File: src/hw/dtc_defines.vh
`ifndef DTC_DEFINES_VH
`define DTC_DEFINES_VH
// Notes on behaviour
// - Data termination stays off in power-down and self-refresh.
// - Termination switch closes from sampled Write-1/Mask Write-1 plus mode settings.
// - Termination mode on only when bit 3 of the four-bit field is set.
// - With termination enabled, pins stay high impedance outside a terminated burst.
// - Termination turns on by itself after a write command, no control pin.
// - Termination turns off by itself once the write burst completes.
// - Turn-on latency in cycles from CAS-2 is fixed per speed bin.
// - Turn-off latency in cycles from CAS-2 is fixed per speed bin.
// - Turn-on transition timing counts only after the turn-on latency.
// - Latency table per band and write-latency set, 2-cycle preamble.
// - Burst length 32 adds 8 cycles to turn-off latency.
// - Transitions start no earlier than 1.5 ns, finish within 3.5 ns; code delays one 10 ns clk, so 3.5 ns is missed.
// - Write leveling with termination enabled terminates both strobes.
// - Write leveling keeps data-pin termination off.
// - Three-bit code selects 240/120/80/60/48/40 ohm.
// - Data, mask and both strobes share the selected termination.
// - Command-bus termination change takes effect after update time.
// ============================================================
// Field positions of termination_mode_reg
`define DTC_FLD_EN_BIT 3
`define DTC_FLD_RTT_HI 2
`define DTC_FLD_RTT_LO 0
`define DTC_FLD_CA_HI 6
`define DTC_FLD_CA_LO 4
`define DTC_MODE_RST 8'h00
// ============================================================
// Band codes (upper frequency limit)
`define DTC_BAND_800 3'h2
`define DTC_BAND_1066 3'h3
`define DTC_BAND_1333 3'h4
`define DTC_BAND_1600 3'h5
`define DTC_BAND_1866 3'h6
`define DTC_BAND_2133 3'h7
`define DTC_BL32_EXTRA 6'h08
// ============================================================
// Transition times in ps, converted at clk period 10000 ps
`define DTC_CLK_PS 10000
`define DTC_TON_MIN_PS 1500
`define DTC_TON_MAX_PS 3500
`define DTC_TRANS_MIN_CYC ((`DTC_TON_MIN_PS + `DTC_CLK_PS - 1) / `DTC_CLK_PS)
`define DTC_CA_UPD_CYC 8'h10
`endif

File: src/hw/dtc_term_ctrl.v
`include "dtc_defines.vh"
module dtc_term_ctrl #(
    parameter CA_UPD_CYC = 8
) (
    clk,
    rst,
    link_ck,
    cas2_cmd,
    wr_burst_cmd,
    mode_wr,
    mode_wdata,
    band_sel,
    wl_set_b,
    bl32,
    power_down,
    self_refresh,
    wr_level,
    dq_term_en,
    dqs_term_en,
    rtt_code,
    ca_rtt_code,
    lat_valid
);
    input wire clk;
    input wire rst;
    input wire link_ck;
    input wire cas2_cmd;
    input wire wr_burst_cmd;
    input wire mode_wr;
    input wire [7:0] mode_wdata;
    input wire [2:0] band_sel;
    input wire wl_set_b;
    input wire bl32;
    input wire power_down;
    input wire self_refresh;
    input wire wr_level;
    output reg dq_term_en;
    output reg dqs_term_en;
    output reg [2:0] rtt_code;
    output reg [2:0] ca_rtt_code;
    output reg lat_valid;

    // ============================================================
    // Link clock and pin synchronisers
    localparam NS = 3;
    reg [NS-1:0] s1_q;
    reg [NS-1:0] s2_q;
    reg ck_prev_q;
    wire [NS-1:0] pins = {link_ck, cas2_cmd, wr_burst_cmd};
    always @(posedge clk) begin
        if (rst) begin
            s1_q <= {NS{1'b0}};
            s2_q <= {NS{1'b0}};
            ck_prev_q <= 1'b0;
        end else begin
            s1_q <= pins;
            s2_q <= s1_q;
            ck_prev_q <= s2_q[2];
        end
    end
    wire ck_rise = s2_q[2] & ~ck_prev_q;
    // Command sampled on link rising edge, both bits together
    wire cas2_evt = ck_rise & s2_q[1] & s2_q[0];

    // ============================================================
    // Mode register
    reg [7:0] mode_q;
    reg [7:0] ca_pend_q;
    reg [7:0] ca_cnt_q;
    always @(posedge clk) begin
        if (rst) begin
            mode_q <= `DTC_MODE_RST;
            ca_pend_q <= `DTC_MODE_RST;
            ca_cnt_q <= 8'h00;
            ca_rtt_code <= 3'h0;
        end else begin
            if (mode_wr) begin
                mode_q <= mode_wdata;
                ca_pend_q <= mode_wdata;
                ca_cnt_q <= CA_UPD_CYC[7:0];
            end else if (ca_cnt_q != 8'h00) begin
                ca_cnt_q <= ca_cnt_q - 8'h01;
            end else begin
                ca_rtt_code <= ca_pend_q[`DTC_FLD_CA_HI:`DTC_FLD_CA_LO];
            end
        end
    end
    // Bit 3 alone gates; a field of only low bits stays disabled
    wire term_mode = mode_q[`DTC_FLD_EN_BIT] &&
        (mode_q[3:0] != 4'h0);

    // ============================================================
    // Latency lookup, counted in link cycles
    reg [5:0] lat_on;
    reg [5:0] lat_off;
    reg lat_ok;
    always @* begin
        lat_ok = 1'b1;
        lat_on = 6'd0;
        lat_off = 6'd0;
        case (band_sel)
            `DTC_BAND_800: begin
                lat_on = 6'd6;
                lat_off = 6'd22;
                lat_ok = wl_set_b;
            end
            `DTC_BAND_1066: begin
                lat_on = wl_set_b ? 6'd12 : 6'd4;
                lat_off = wl_set_b ? 6'd28 : 6'd20;
            end
            `DTC_BAND_1333: begin
                lat_on = wl_set_b ? 6'd14 : 6'd4;
                lat_off = wl_set_b ? 6'd32 : 6'd22;
            end
            `DTC_BAND_1600: begin
                lat_on = wl_set_b ? 6'd18 : 6'd6;
                lat_off = wl_set_b ? 6'd36 : 6'd24;
            end
            `DTC_BAND_1866: begin
                lat_on = wl_set_b ? 6'd20 : 6'd6;
                lat_off = wl_set_b ? 6'd40 : 6'd26;
            end
            `DTC_BAND_2133: begin
                lat_on = wl_set_b ? 6'd24 : 6'd8;
                lat_off = wl_set_b ? 6'd44 : 6'd28;
            end
            default: begin
                lat_ok = 1'b0;
            end
        endcase
    end
    wire [5:0] off_total = bl32 ? (lat_off + `DTC_BL32_EXTRA) : lat_off;

    // ============================================================
    // Window state machine
    localparam ST_IDLE = 2'h0;
    localparam ST_WAIT_ON = 2'h1;
    localparam ST_ON = 2'h2;
    reg [1:0] st_q;
    reg [5:0] cnt_q;
    reg [5:0] on_at_q;
    reg [5:0] off_at_q;
    reg win_q;
    wire blocked = power_down | self_refresh;
    always @(posedge clk) begin
        if (rst) begin
            st_q <= ST_IDLE;
            cnt_q <= 6'd0;
            on_at_q <= 6'd0;
            off_at_q <= 6'd0;
            win_q <= 1'b0;
        end else if (blocked || !term_mode) begin
            st_q <= ST_IDLE;
            win_q <= 1'b0;
        end else begin
            case (st_q)
                ST_IDLE: begin
                    win_q <= 1'b0;
                    if (cas2_evt && lat_ok) begin
                        st_q <= ST_WAIT_ON;
                        cnt_q <= 6'd1;
                        on_at_q <= lat_on;
                        off_at_q <= off_total;
                    end
                end
                ST_WAIT_ON: begin
                    if (ck_rise) begin
                        cnt_q <= cnt_q + 6'd1;
                        if (cnt_q == on_at_q) begin
                            st_q <= ST_ON;
                            win_q <= 1'b1;
                        end
                    end
                end
                ST_ON: begin
                    // Extends if a back-to-back write arrives
                    if (cas2_evt) begin
                        cnt_q <= 6'd1;
                        off_at_q <= off_total;
                    end else if (ck_rise) begin
                        cnt_q <= cnt_q + 6'd1;
                        if (cnt_q == off_at_q) begin
                            st_q <= ST_IDLE;
                            win_q <= 1'b0;
                        end
                    end
                end
                default: begin
                    st_q <= ST_IDLE;
                end
            endcase
        end
    end

    // ============================================================
    // Transition delay: at least 1.5 ns; clk granularity cannot reach 3.5 ns
    localparam TD = `DTC_TRANS_MIN_CYC;
    reg [TD-1:0] td_q;
    wire [TD:0] td_shift = {td_q, win_q};
    always @(posedge clk) begin
        if (rst) begin
            td_q <= {TD{1'b0}};
        end else begin
            td_q <= td_shift[TD-1:0];
        end
    end

    // ============================================================
    // Pin termination outputs
    always @(posedge clk) begin
        if (rst) begin
            dq_term_en <= 1'b0;
            dqs_term_en <= 1'b0;
            rtt_code <= 3'h0;
            lat_valid <= 1'b0;
        end else begin
            lat_valid <= lat_ok;
            rtt_code <= mode_q[`DTC_FLD_RTT_HI:`DTC_FLD_RTT_LO];
            if (blocked) begin
                dq_term_en <= 1'b0;
                dqs_term_en <= 1'b0;
            end else if (wr_level) begin
                dq_term_en <= 1'b0;
                dqs_term_en <= term_mode;
            end else begin
                dq_term_en <= td_q[TD-1];
                dqs_term_en <= td_q[TD-1];
            end
        end
    end
endmodule

File: config.mk
export PLATFORM = sky130hd
export DESIGN_NAME = dtc_term_ctrl
export DESIGN_NICKNAME = d
export VERILOG_FILES = /design/src/hw/dtc_term_ctrl.v
export VERILOG_INCLUDE_DIRS = /design/src /design/src/hw
export SDC_FILE = /design/constraint.sdc
export NUM_CORES = 1
export LEC_CHECK = 0
export BUFFER_PORTS_ARGS = -buffer_cell sky130_fd_sc_hd__buf_2
export CAP_MARGIN = 25
export CELL_PAD_IN_SITES_DETAIL_PLACEMENT = 1
export CELL_PAD_IN_SITES_GLOBAL_PLACEMENT = 1
export CORE_ASPECT_RATIO = 0.75
export CORE_MARGIN = 5
export CORE_UTILIZATION = 46
export DETAILED_ROUTE_END_ITERATION = 7
export PLACE_DENSITY = 0.91
export SLEW_MARGIN = 25
export SYNTH_ARGS = -nofsm -noshare
export SYNTH_HDL_FRONTEND = slang
export SYNTH_SLANG_ARGS = --single-unit
File: constraint.sdc
create_clock -name clk -period 4.4 [get_ports clk]
set_clock_uncertainty 0.1 [all_clocks]
set_input_delay 0.22 -clock clk [delete_from_list [all_inputs] [get_ports clk]]
set_output_delay 0.22 -clock clk [all_outputs]
set_load 0.01 [all_outputs]
==> flow_summary_export.csv <==
group,metric,value,unit
outcome,outcome,"complete, no violations",
clock_network,clock_latency,300,ps
timing,rsz0062_at_grt,"false",
global_routing,grt_start_max_net_pins,46,
layout,synthToLayoutAreaGrowth,11.3,%
floorplanning,core-area,4900,sq um
detailed_routing,viasPerCell,5.47,
worst_hold_path,min_path_cells,2,
floorplanning,die_area,6610,sq um
critical_path,worst_ep_arrival_time,2530,ps
layout,seqCellArea,1000,sq um
synth,synth_cells,265,
layout,fin_nets,318,
layout,diodes,0,
clock_network,clk_pin_slew,90,ps
global_routing,grt_pass1_wl,9.30,mm
global_routing,grt_pass1_vias,1943,
timing,max_slew_margin,0.463,
flow_run,drv_cap,0,
clock_network,clockRootBuffer,"clkbuf_8",
critical_path,r2r_slack,1990,ps
synth,synth-seq-cells,50,
timing,final-setup-viol-count,0,
worst_hold_path,hold_end,"s1_q[2]",
critical_path,crit_fanout,8,
synth,yosys_warnings,0,
timing,worst_pin_slew,805,ps
detailed_routing,drt_iter0_markers,100,
power_and_ir_drop,vdd_drop_max,0.179,mV
critical_path,r2r_end,"cnt_q[3]",
clock_network,cts_tree,"done",
clock_network,cts_setup_buffers,0,
critical_path,cp.required,4520,ps
synth,synthesis.nets,294,
clock_network,cts-buffers-inserted,5,
layout,final_util,0.530,
timing,setup_tns,0,ps
timing,whs,30.7,ps
layout,multi_input_comb_area,1240,sq um
timing,slew_violations,0,
global_routing,grt_usage,0.173,
synth,synth_top_flop_cell,"dfxtp_1",
critical_path,worstSetupPathType,"flop to flop",
floorplanning,fp-row-count,22,
clock_network,cts_hold_buf,0,
critical_path,timing.rr.start,"st_q[0]",
clock_network,cts.path.max_buffers,2,
critical_path,rr_worst_depth,6,
place,routabilityCongestion,0.806,
synth,synth_edf_count,0,
worst_hold_path,hold_path_class,"input pin to flop",
clock_network,cts_max_level,2,
synth,synth.distinct_cells,51,
layout,layout-drive-gt1-share,0.155,
critical_path,critical_path.cell_chain,"ha_1 -> nor4b_4 -> o221ai_2 -> or3b_4 -> or4_1 -> a21oi_1",
layout,nFillCells,606,
detailed_routing,first_pass_iters,4,
synth,avgSynthCellArea,8.80,sq um
synth,seq_area_frac_synth,0.429,
synth,synth_area,2330,sq um
power_and_ir_drop,power_density,395,nW/um^2
global_routing,antenna_found_initial,0,
place,hpwl,3.91,mm
floorplanning,fp.dieH,71.7,microns
timing,post-route-period-util,0.547,
synth,ys_async_sr_fraction,0,
clock_network,clock_sink_count,50,
timing,finalHoldViolations,0,
place,numPortBuffers,29,
power_and_ir_drop,leakagePower,0.00110,uW
clock_network,ctsResizeCount,0,
floorplanning,pin_count,31,
detailed_routing,wl_per_cell,15.1,microns
floorplanning,die_w,92.2,microns
detailed_routing,ant_nets,0,
timing,min_period,2410,ps
worst_hold_path,hp-start,"link_ck",
timing,fmax,416,MHz
critical_path,max_stage_delay,490,ps
critical_path,cp-end-kind,"flop",
critical_path,worst_setup_path_start_kind,"flop",
detailed_routing,route.detailed.drc,0,
critical_path,cp_slowest_cell,"or4_1",
floorplanning,start_util,0.476,
global_routing,grt-ovfl-total,0,
detailed_routing,wirelength,5.30,mm
detailed_routing,vias,1914,
## cell usage in the layout, fill, tap and decap left out, drive strengths merged, types with 2 or more instances in the layout
master   instances
buf             29
a2111oi          2
ha               7
nand2b           4
nand3            7
or4              4
a21oi           18
a31oi            2
inv              9
nand2           21
o21a             2
nor2            31
dfxtp           50
xor2             8
and3             2
nor2b           13
o22ai            2
xnor2            7
clkbuf           6
nand3b           2
or3              6
nor3             4
mux2i           13
a21o             2
o21ai           15
nand4            2
## per-stage QoR
| step | worst slack [ps] | total power, uW | instances | area [sq um] |
|---|---|---|---|---|
| global placement | 2080 | 742 | 342 | 2500 |
| floorplan | 2280 | 704 | 265 | 2330 |
| finish | 1990 | 1030 | 350 | 2590 |
| detailed placement | 2030 | 754 | 342 | 2500 |
| CTS | 1990 | 1030 | 350 | 2590 |
| global route | 1850 | 1090 | 350 | 2590 |
## sequential cells by signal, indices dropped and copies added, names as in the netlist, 2 cells and up
name,count
off_at_q,5
ca_cnt_q,8
st_q,2
ca_pend_q,7
cnt_q,6
s1_q,3
s2_q,3
ca_rtt_code,3
rtt_code,3
on_at_q,4
## Yosys cell counts (all sizes together), types with 4 or more instances
| cell | instances | area (sq um) |
|---|---|---|
| mux2i | 13 | 130 |
| or4 | 4 | 30.0 |
| clkbuf | 6 | 22.5 |
| nand2 | 21 | 78.8 |
| o21ai | 15 | 75.1 |
| dfxtp | 50 | 1000 |
| a21oi | 18 | 90.1 |
| inv | 9 | 33.8 |
| or3 | 6 | 38.8 |
| nor3 | 4 | 20.0 |
| nand2b | 4 | 25.0 |
| buf | 6 | 28.8 |
| nor2b | 13 | 81.3 |
| nand3 | 7 | 35.0 |
| xor2 | 8 | 70.1 |
| ha | 7 | 87.6 |
| xnor2 | 7 | 61.3 |
| nor2 | 31 | 116 |
## where the power goes
part / total [uW] / switching [uW] / internal (uW)
registers: 518 / 29.2 / 488
logic: 230 / 133 / 96.9
clock network: 277 / 151 / 127
total: 1030 / 313 / 712
## layer usage
layer | track usage | routed length [microns] | vias up | part of all wire
met4 | 0.0428 | 51 | 0 | 0.0096
li1 | - | - | 963 | -
met1 | 0.238 | 2620 | 919 | 0.49
met2 | 0.277 | 2440 | 27 | 0.46
met3 | 0.0388 | 184 | 5 | 0.035
met5 | 0 | 0 | - | 0
## kinds of logic after synthesis
group | Yosys count | synth area share
fa+ha+maj | 7 | 0.0376
mux | 13 | 0.0558
buf+inv | 21 | 0.0365
simple gates | 107 | 0.245
xor+xnor | 15 | 0.0564
compound gates | 52 | 0.139
flops | 50 | 0.429
## worst max-delay path: cells and delay by family, from the launching register on
kind / cells / cell delay, ps
AOI/OAI and AO/OA: 2 / 400
adders and majority gates: 1 / 260
and+or+nand+nor: 3 / 1220
DFF: 1 / 340
## cell type report
class,instances,share of cell area
Inverter,9,0.0130
Timing Repair Buffer,29,0.0559
Multi-Input combinational cell,194,0.480
Clock buffer,6,0.0318
Sequential cell,50,0.386
Clock inverter,2,0.00482
Tap cell,60,0.0289
## worst max path at each step
stage,start,end,cells after the start
2_1_floorplan,st_q[0],cnt_q[3],6
5_1_grt,ca_cnt_q[0],ca_rtt_code[0],7
4_1_cts,st_q[0],cnt_q[3],6
6_report,st_q[0],cnt_q[3],6
3_3_place_gp,st_q[0],cnt_q[3],6
3_5_place_dp,st_q[0],cnt_q[3],6
No activity file was read; power rests on OpenSTA's default activity.
